## config.mk

```make
export PLATFORM = sky130hd
export DESIGN_NAME = parallel_program_loader
export DESIGN_NICKNAME = d
export VERILOG_FILES = /design/src/rtl/pplpkg.sv /design/src/rtl/ppl_edge_det.sv /design/src/rtl/parallel_program_loader.sv
export SDC_FILE = /design/constraint.sdc
export NUM_CORES = 1
export LEC_CHECK = 0
export ABC_AREA = 0
export BUFFER_PORTS_ARGS = -buffer_cell sky130_fd_sc_hd__buf_2
export CAP_MARGIN = 0
export CELL_PAD_IN_SITES_DETAIL_PLACEMENT = 1
export CELL_PAD_IN_SITES_GLOBAL_PLACEMENT = 1
export CORE_UTILIZATION = 38
export CTS_CLUSTER_DIAMETER = 100
export DETAILED_ROUTE_END_ITERATION = 8
export PLACE_DENSITY = 0.89
export SYNTH_ARGS = -nofsm -noshare
export SYNTH_HDL_FRONTEND = slang
export SYNTH_SLANG_ARGS = --single-unit
```

## constraint.sdc

```tcl
create_clock -name ref_clk -period 2 [get_ports ref_clk]
set_clock_uncertainty 0.05 [all_clocks]
set_input_delay 0 -clock ref_clk [delete_from_list [all_inputs] [get_ports ref_clk]]
set_output_delay 0 -clock ref_clk [all_outputs]
set_load 0.02 [all_outputs]
```

## src/rtl/pplpkg.sv

```systemverilog
/*
 Shared constants and types of the parallel program loader.
 Assumes one 40 MHz clock and no register bus.
*/
package ppl_pkg;

    // ------------------------------------------------------------
    // Load-select patterns and commands
    // ------------------------------------------------------------
    localparam logic [1:0] PPL_SEL_ADDR = 2'h0;
    localparam logic [1:0] PPL_SEL_DATA = 2'h1;
    localparam logic [1:0] PPL_SEL_CMD  = 2'h2;
    localparam logic [7:0] PPL_CMD_ERASE = 8'h80;
    localparam logic [7:0] PPL_CMD_WRFL  = 8'h10;
    localparam logic [7:0] PPL_CMD_RST   = 8'h00;

    // ------------------------------------------------------------
    // Sizes and timing
    // ------------------------------------------------------------
    localparam int PPL_PAGE_WORDS = 32;
    localparam int PPL_PAGE_AW    = 5;
    localparam int PPL_CLK_MHZ    = 40;
    localparam int PPL_ERASE_US   = 50;
    localparam int PPL_ERASE_CYC  = PPL_ERASE_US * PPL_CLK_MHZ;
    localparam logic [11:0] PPL_ERASE_CNT = 12'(PPL_ERASE_CYC);
    localparam logic [11:0] PPL_CNT_RST   = 12'h000;

    typedef enum logic [1:0]
    {
        PPL_IDLE  = 2'b00,
        PPL_ERASE = 2'b01,
        PPL_DONE  = 2'b11
    } ppl_state_t;

endpackage

```

## src/rtl/ppl_edge_det.sv

```systemverilog
/*
 Rising-edge detector for a pin that is already synchronous.
 Assumes the input is sampled on ref_clk.
*/
`timescale 1ns/10ps
module ppl_edge_det
(
    input  wire logic ref_clk,
    input  wire logic rst,
    input  wire logic level,
    output logic      rise
);
    logic levelPrev_r;
    logic levelPrev_nxt;

    always_comb
    begin
        levelPrev_nxt = level;
    end

    always_ff @(posedge ref_clk)
    begin
        if (rst)
            levelPrev_r <= 1'b0;
        else
            levelPrev_r <= levelPrev_nxt;
    end

    assign rise = level & ~levelPrev_r;
endmodule

```

## src/rtl/parallel_program_loader.sv

```systemverilog
/*
 Parallel programming front end: command, address and data latching,
 chip erase sequencing and page buffer collection.
 Assumes synchronous pins, single clock, flash array outside.
*/
`timescale 1ns/10ps
module parallel_program_loader
(
    input  wire logic       ref_clk,
    input  wire logic       rst,
    input  wire logic       load_select_hi,
    input  wire logic       load_select_lo,
    input  wire logic       byte_select,
    input  wire logic [7:0] dataIn,
    input  wire logic       load_clock_in,
    input  wire logic       writeStrobe_n,
    input  wire logic       eeprom_preserve_fuse,
    output logic            ready_busy_out,
    output logic [7:0]      command,
    output logic [7:0]      addrLow,
    output logic [7:0]      dataLow,
    output logic            eraseFlash,
    output logic            eraseEeprom,
    output logic            clearLocks,
    output logic            pageWordValid,
    output logic [7:0]      pageWordData,
    output logic [4:0]      pageWordIdx
);
    // ------------------------------------------------------------
    // Edge detection
    // ------------------------------------------------------------
    logic loadRise;
    logic wrPrev_r;
    logic wrPrev_nxt;
    logic wrFall;

    ppl_edge_det uLoadEdge
    (
        .ref_clk (ref_clk),
        .rst     (rst),
        .level   (load_clock_in),
        .rise    (loadRise)
    );

    assign wrFall = wrPrev_r & ~writeStrobe_n;

    // ------------------------------------------------------------
    // Latches
    // ------------------------------------------------------------
    logic [1:0]             sel;
    logic [7:0]             command_r, command_nxt;
    logic [7:0]             addrLow_r, addrLow_nxt;
    logic [7:0]             addrHigh_r, addrHigh_nxt;
    logic [7:0]             dataLow_r, dataLow_nxt;
    logic                   eraseArmed_r, eraseArmed_nxt;
    logic                   wrFlash_r, wrFlash_nxt;
    ppl_pkg::ppl_state_t    state_r, state_nxt;
    localparam int PPL_PAGE_WORDS_L = ppl_pkg::PPL_PAGE_WORDS;
    logic [7:0]             pageBuf [PPL_PAGE_WORDS_L];

    assign sel = {load_select_hi, load_select_lo};

    always_comb
    begin
        command_nxt    = command_r;
        addrLow_nxt    = addrLow_r;
        addrHigh_nxt   = addrHigh_r;
        dataLow_nxt    = dataLow_r;
        eraseArmed_nxt = eraseArmed_r;
        wrFlash_nxt    = wrFlash_r;
        wrPrev_nxt     = writeStrobe_n;
        if (wrFall && eraseArmed_r && state_r == ppl_pkg::PPL_IDLE)
            eraseArmed_nxt = 1'b0;
        if (loadRise)
        begin
            case (sel)
                ppl_pkg::PPL_SEL_CMD:
                begin
                    command_nxt = dataIn;
                    eraseArmed_nxt = (dataIn == ppl_pkg::PPL_CMD_ERASE)
                                     && !byte_select;
                    wrFlash_nxt = (dataIn == ppl_pkg::PPL_CMD_WRFL);
                end
                ppl_pkg::PPL_SEL_ADDR:
                begin
                    if (!byte_select)
                        addrLow_nxt = dataIn;
                    else
                        addrHigh_nxt = dataIn;
                end
                ppl_pkg::PPL_SEL_DATA:
                begin
                    if (wrFlash_r)
                        dataLow_nxt = dataIn;
                end
                default:
                begin
                    command_nxt = command_r;
                end
            endcase
        end
    end

    // ------------------------------------------------------------
    // Erase sequencer
    // ------------------------------------------------------------
    logic [11:0]         cnt_r, cnt_nxt;
    logic                ready_r, ready_nxt;
    logic                erFl_r, erFl_nxt;
    logic                erEe_r, erEe_nxt;
    logic                clrLk_r, clrLk_nxt;

    always_comb
    begin
        state_nxt = state_r;
        cnt_nxt   = cnt_r;
        ready_nxt = ready_r;
        erFl_nxt  = 1'b0;
        erEe_nxt  = 1'b0;
        clrLk_nxt = 1'b0;
        case (state_r)
            ppl_pkg::PPL_IDLE:
            begin
                ready_nxt = 1'b1;
                if (wrFall && eraseArmed_r)
                begin
                    state_nxt = ppl_pkg::PPL_ERASE;
                    cnt_nxt   = ppl_pkg::PPL_ERASE_CNT;
                    ready_nxt = 1'b0;
                    erFl_nxt  = 1'b1;
                    erEe_nxt  = !eeprom_preserve_fuse;
                end
            end
            ppl_pkg::PPL_ERASE:
            begin
                ready_nxt = 1'b0;
                if (cnt_r == ppl_pkg::PPL_CNT_RST)
                    state_nxt = ppl_pkg::PPL_DONE;
                else
                    cnt_nxt = cnt_r - 12'h001;
            end
            ppl_pkg::PPL_DONE:
            begin
                clrLk_nxt = 1'b1;
                ready_nxt = 1'b1;
                state_nxt = ppl_pkg::PPL_IDLE;
            end
            default:
            begin
                state_nxt = ppl_pkg::PPL_IDLE;
            end
        endcase
    end

    // ------------------------------------------------------------
    // Page buffer collection
    // ------------------------------------------------------------
    logic       pwv_r, pwv_nxt;
    logic [7:0] pwd_r, pwd_nxt;
    logic [4:0] pwi_r, pwi_nxt;

    always_comb
    begin
        pwv_nxt = 1'b0;
        pwd_nxt = pwd_r;
        pwi_nxt = pwi_r;
        if (loadRise && sel == ppl_pkg::PPL_SEL_DATA && wrFlash_r)
        begin
            pwv_nxt = 1'b1;
            pwd_nxt = dataIn;
            pwi_nxt = addrLow_r[4:0];
        end
    end

    always_ff @(posedge ref_clk)
    begin
        if (pwv_nxt)
            pageBuf[pwi_nxt] <= pwd_nxt;
    end

    // ------------------------------------------------------------
    // Registers
    // ------------------------------------------------------------
    always_ff @(posedge ref_clk)
    begin
        if (rst)
        begin
            command_r    <= ppl_pkg::PPL_CMD_RST;
            addrLow_r    <= 8'h00;
            addrHigh_r   <= 8'h00;
            dataLow_r    <= 8'h00;
            eraseArmed_r <= 1'b0;
            wrFlash_r    <= 1'b0;
            wrPrev_r     <= 1'b1;
            state_r      <= ppl_pkg::PPL_IDLE;
            cnt_r        <= ppl_pkg::PPL_CNT_RST;
            ready_r      <= 1'b1;
            erFl_r       <= 1'b0;
            erEe_r       <= 1'b0;
            clrLk_r      <= 1'b0;
            pwv_r        <= 1'b0;
            pwd_r        <= 8'h00;
            pwi_r        <= 5'h00;
        end
        else
        begin
            command_r    <= command_nxt;
            addrLow_r    <= addrLow_nxt;
            addrHigh_r   <= addrHigh_nxt;
            dataLow_r    <= dataLow_nxt;
            eraseArmed_r <= eraseArmed_nxt;
            wrFlash_r    <= wrFlash_nxt;
            wrPrev_r     <= wrPrev_nxt;
            state_r      <= state_nxt;
            cnt_r        <= cnt_nxt;
            ready_r      <= ready_nxt;
            erFl_r       <= erFl_nxt;
            erEe_r       <= erEe_nxt;
            clrLk_r      <= clrLk_nxt;
            pwv_r        <= pwv_nxt;
            pwd_r        <= pwd_nxt;
            pwi_r        <= pwi_nxt;
        end
    end

    assign ready_busy_out = ready_r;
    assign command        = command_r;
    assign addrLow        = addrLow_r;
    assign dataLow        = dataLow_r;
    assign eraseFlash     = erFl_r;
    assign eraseEeprom    = erEe_r;
    assign clearLocks     = clrLk_r;
    assign pageWordValid  = pwv_r;
    assign pageWordData   = pwd_r;
    assign pageWordIdx    = pwi_r;
endmodule

```

==> impl_metrics.tcl <==
set metrics [dict create \
    outcome "completed" \
    syn_avg_cell_area_um2 8.53 \
    area_overhead_vs_synth_pct 29.7 \
    clk-insertion-delay-late_ns 0.34 \
    critPathMaxFanout 6 \
    die_h_um 81.0 \
    post_synth_fa_ha_maj_area_fraction_pct 1.05 \
    remaining_drc_errors 0 \
    cts_tree "done" \
    io_buffers 57 \
    insertedDiodeCount 0 \
    finalWirelength_um 7000 \
    grt_first_pass_wirelength_um 11300 \
    max_ir_drop_vdd_mv 0.563 \
    period_share_pct 93.6 \
    placement_rows 28 \
    regToRegSetupSlack_ns 0.13 \
    antenna_found_initial 0 \
    hold-path-cell-count 5 \
    cp_cell_sequence "inv_1 -> ha_2 -> or3b_2 -> a311oi_2 -> buf_4 -> a211oi_1 -> nor3_1" \
    critical_path_arrival_ns 2.08 \
    max_freq_mhz 534 \
    hpwlAfterDp_um 4710 \
    initial_utilization_pct 39.8 \
    clk_root_buffer_cell "sky130_fd_sc_hd__clkbuf_8" \
    boundaryPins 58 \
    timing.critical_path.required_ns 2.20 \
    routedWlPerCell_um 16.2 \
    synthesis.yosys.warnings 0 \
    worst_setup_path_start_kind "register" \
    maximum_number_of_pins_on_one_net_before_global_route_repair 38 \
    synth_simple_gate_area_share_pct 27.6 \
    final_count_of_negative_setup_slack_endpoints 0 \
    grt_util_all_layers_pct 23.0 \
    p_per_area_nw_per_um2 794 \
    timing.critical_path.to_type "register" \
    synth_sequential_area_ratio_pct 50.6 \
    drt-initial-drc-count 69 \
    hold_path_startpoint "load_select_lo" \
    multi_input_area_um2 1100 \
    relSlewSlack_pct 57.4 \
    fp.coreArea_um2 5960 \
    finish.cell_count_without_fillers 431 \
    synth.ff_latch_count 60 \
    fp.dieW_um 81.0 \
    finalWorstPathRequiredPeriod_ns 1.87 \
    crit_path_slowest_cell "sky130_fd_sc_hd__or3b_2" \
    finish.net_count 369 \
    cpLargestDelayFamily "simple AND/OR/NAND/NOR gates" \
    dp.cells 403 \
    ff_latch_area_um2 1200 \
    cts_inserted_buffers 9 \
    dominantRegCellSynth "sky130_fd_sc_hd__dfxtp_1" \
    final_layout_size_suffix_gt1_share_pct 25.0 \
    cts-htree-levels 3 \
    syn-instance-count 278 \
    max_cap_viol_count 0 \
    rr_startpoint "cnt_r[0]$_SDFFE_PP0P_" \
    vias_in_the_first_global_route 2323 \
    syn_area_um2 2370 \
    number_of_different_library_cells_in_the_post_synthesis_netlist 47 \
    synthMuxAreaShare_pct 0.844 \
    max_slew_violation_count 0 \
    synth_enable_flop_cells 0 \
    timing_hold_violations_final 0 \
    detailedRoute.firstPassIterationCount 4 \
    dieArea_um2 6560 \
    routabilityCongestion 0.861 \
    route.vias.total 2311 \
    combinational_family_with_the_most_area_after_synthesis "simple AND/OR/NAND/NOR gates" \
    cts.path.max_buffers 2 \
    gr-total-overflow 0 \
    power.leakage_nw 1.27 \
    worst-path-buf-inv 2 \
    synth-async-reset-ratio_pct 0 \
    numClockSinks 60 \
    synthesis.nets 296 \
    timing.reg2reg.worst_path_depth 7 \
    synth_compound_gate_area_share_pct 16.5 \
    hold-path-endpoint "addrLow[5]$_SDFFE_PP0P_" \
    final_antenna_net_count 0 \
    worstMarginPinSlew_ns 0.638 \
    clk_pin_slew_worst_paths_ns 0.07 \
    filler_cell_count 726 \
    critical-path-max-stage-delay_ns 0.45 \
    timing.setup.critical_path_class "register to register" \
    power_mw 2.44 \
    capture_instance_of_the_worst_register_to_register_path "cnt_r[6]$_SDFFE_PP0P_" \
    xor_xnor_share_of_the_synthesized_area_pct 0 \
    post_cts_buffers 0 \
    route.detailed.vias_per_inst 5.36 \
    hold_path.class "input pin to register" \
]
## final cells by class
cell class | count | area share (%)
sequential | 60 | 39.1
multi-input combinational | 199 | 35.8
timing repair buffer | 76 | 14.9
clock buffer | 12 | 5.04
tap | 75 | 3.05
clock inverter | 4 | 1.55
inverter | 5 | 0.610
## registers in the layout, indices dropped and copies added (netlist names)
signal and count:
addrLow 8, clearLocks 1, cnt_r 12, command 8
dataLow 8, eraseArmed_r 1, eraseEeprom 1, eraseFlash 1
pageWordData 8, pageWordIdx 5, pageWordValid 1, ready_busy_out 1
state_r 2, uLoadEdge.levelPrev_r 1, wrFlash_r 1, wrPrev_r 1
## how the worst max path moves through the flow
stage	endpoint	cells past startpoint	slack [ns]	startpoint
after CTS	cnt_r[4]$_SDFFE_PP0P_	7	0.04	cnt_r[0]$_SDFFE_PP0P_
final	cnt_r[6]$_SDFFE_PP0P_	7	0.13	cnt_r[0]$_SDFFE_PP0P_
after floorplan	cnt_r[6]$_SDFFE_PP0P_	6	0.18	cnt_r[0]$_SDFFE_PP0P_
after global routing	cnt_r[9]$_SDFFE_PP0P_	6	-0.00003	cnt_r[1]$_SDFFE_PP0P_
after detailed placement	cnt_r[4]$_SDFFE_PP0P_	7	0.01	cnt_r[0]$_SDFFE_PP0P_
after global placement	cnt_r[4]$_SDFFE_PP0P_	7	0.12	cnt_r[0]$_SDFFE_PP0P_
## kinds of logic (layout without fill, tap and decap cells)
| family | after synthesis | in the layout |
|---|---|---|
| AO/OA/AOI/OAI | 66 | 66 |
| buffers and inverters | 19 | 97 |
| multiplexers | 2 | 2 |
| AND/OR/NAND/NOR | 129 | 129 |
| adder cells (fa/ha/maj) | 2 | 2 |
| flip-flops | 60 | 60 |
## Yosys cell counts, types with 3 or more instances
cell,count,share of area [%]
sky130_fd_sc_hd__a211oi_1,3,0.95
sky130_fd_sc_hd__a21oi_1,41,8.6
sky130_fd_sc_hd__a31oi_1,3,0.79
sky130_fd_sc_hd__and4_1,3,1.1
sky130_fd_sc_hd__clkbuf_1,11,1.7
sky130_fd_sc_hd__dfxtp_1,60,51
sky130_fd_sc_hd__inv_1,5,0.79
sky130_fd_sc_hd__nand2_1,64,10
sky130_fd_sc_hd__nand3_1,10,2.1
sky130_fd_sc_hd__nand4_1,4,1.1
sky130_fd_sc_hd__nor2_1,11,1.7
sky130_fd_sc_hd__nor3_1,7,1.5
sky130_fd_sc_hd__nor4_1,3,0.79
sky130_fd_sc_hd__o21ai_0,5,1.1
sky130_fd_sc_hd__or3_1,5,1.3
sky130_fd_sc_hd__or4_1,4,1.3
## worst min-delay path: stages
cell,delay (ns)
sky130_fd_sc_hd__buf_2,0.12
sky130_fd_sc_hd__nor2_1,0.05
sky130_fd_sc_hd__buf_4,0.15
sky130_fd_sc_hd__nand3_1,0.08
sky130_fd_sc_hd__a21oi_1,0.05
## layer usage
metal | part of all wire, % | wire, um | global-route usage (%) | vias up
met1 | 41 | 2840 | 24.9 | 1104
met3 | 4.2 | 291 | 6.85 | 13
met4 | 1.9 | 132 | 7.32 | 0
met5 | 0 | 0 | 0 | -
li1 | - | - | - | 1134
met2 | 53 | 3740 | 42.6 | 60
## through the flow
| step | area, um2 | util [%] | worst slack [ns] | TNS (ns) | hold WS, ns |
|---|---|---|---|---|---|
| floorplan | 2370 | - | 0.177 | 0 | 0.0268 |
| global route | 3080 | 51.7 | -0.0000280 | -0.0000280 | 0.126 |
| CTS | 3070 | 51.6 | 0.0447 | 0 | 0.111 |
| global placement | 2740 | 46.1 | 0.120 | 0 | 0.122 |
| finish | 3080 | 51.7 | 0.127 | 0 | 0.115 |
| detailed placement | 2740 | 46.1 | 0.0122 | 0 | 0.124 |
## what timing repair did
action,4_1_cts,5_1_grt
setup endpoints to repair,1,5
resized for setup,1,3
hold endpoints to repair,37,0
pin swaps,0,3
hold buffers,12,0
## power breakdown
part / total [mW] / switching [mW] / internal, mW
sequential: 1.21 / 0.00573 / 1.20
combinational: 0.120 / 0.0717 / 0.0484
clock: 1.11 / 0.475 / 0.639
## cell usage in the layout (no fill, tap or decap), types with 3 or more instances in the layout
cell type | synthesis | routed
sky130_fd_sc_hd__clkbuf_8 | 0 | 11
sky130_fd_sc_hd__nor4_1 | 3 | 3
sky130_fd_sc_hd__inv_1 | 5 | 5
sky130_fd_sc_hd__nor3_1 | 7 | 7
sky130_fd_sc_hd__nand2_1 | 64 | 64
sky130_fd_sc_hd__and4_1 | 3 | 3
sky130_fd_sc_hd__dfxtp_1 | 60 | 59
sky130_fd_sc_hd__a31oi_1 | 3 | 3
sky130_fd_sc_hd__buf_2 | 1 | 57
sky130_fd_sc_hd__a211oi_1 | 3 | 3
sky130_fd_sc_hd__dlygate4sd3_1 | 0 | 12
sky130_fd_sc_hd__or4_1 | 4 | 4
sky130_fd_sc_hd__o21ai_0 | 5 | 5
sky130_fd_sc_hd__or3_1 | 5 | 5
sky130_fd_sc_hd__buf_4 | 0 | 7
sky130_fd_sc_hd__nand4_1 | 4 | 4
sky130_fd_sc_hd__nand3_1 | 10 | 10
sky130_fd_sc_hd__nor2_1 | 11 | 11
sky130_fd_sc_hd__a21oi_1 | 41 | 41
No activity file was read; power rests on OpenSTA's default activity.
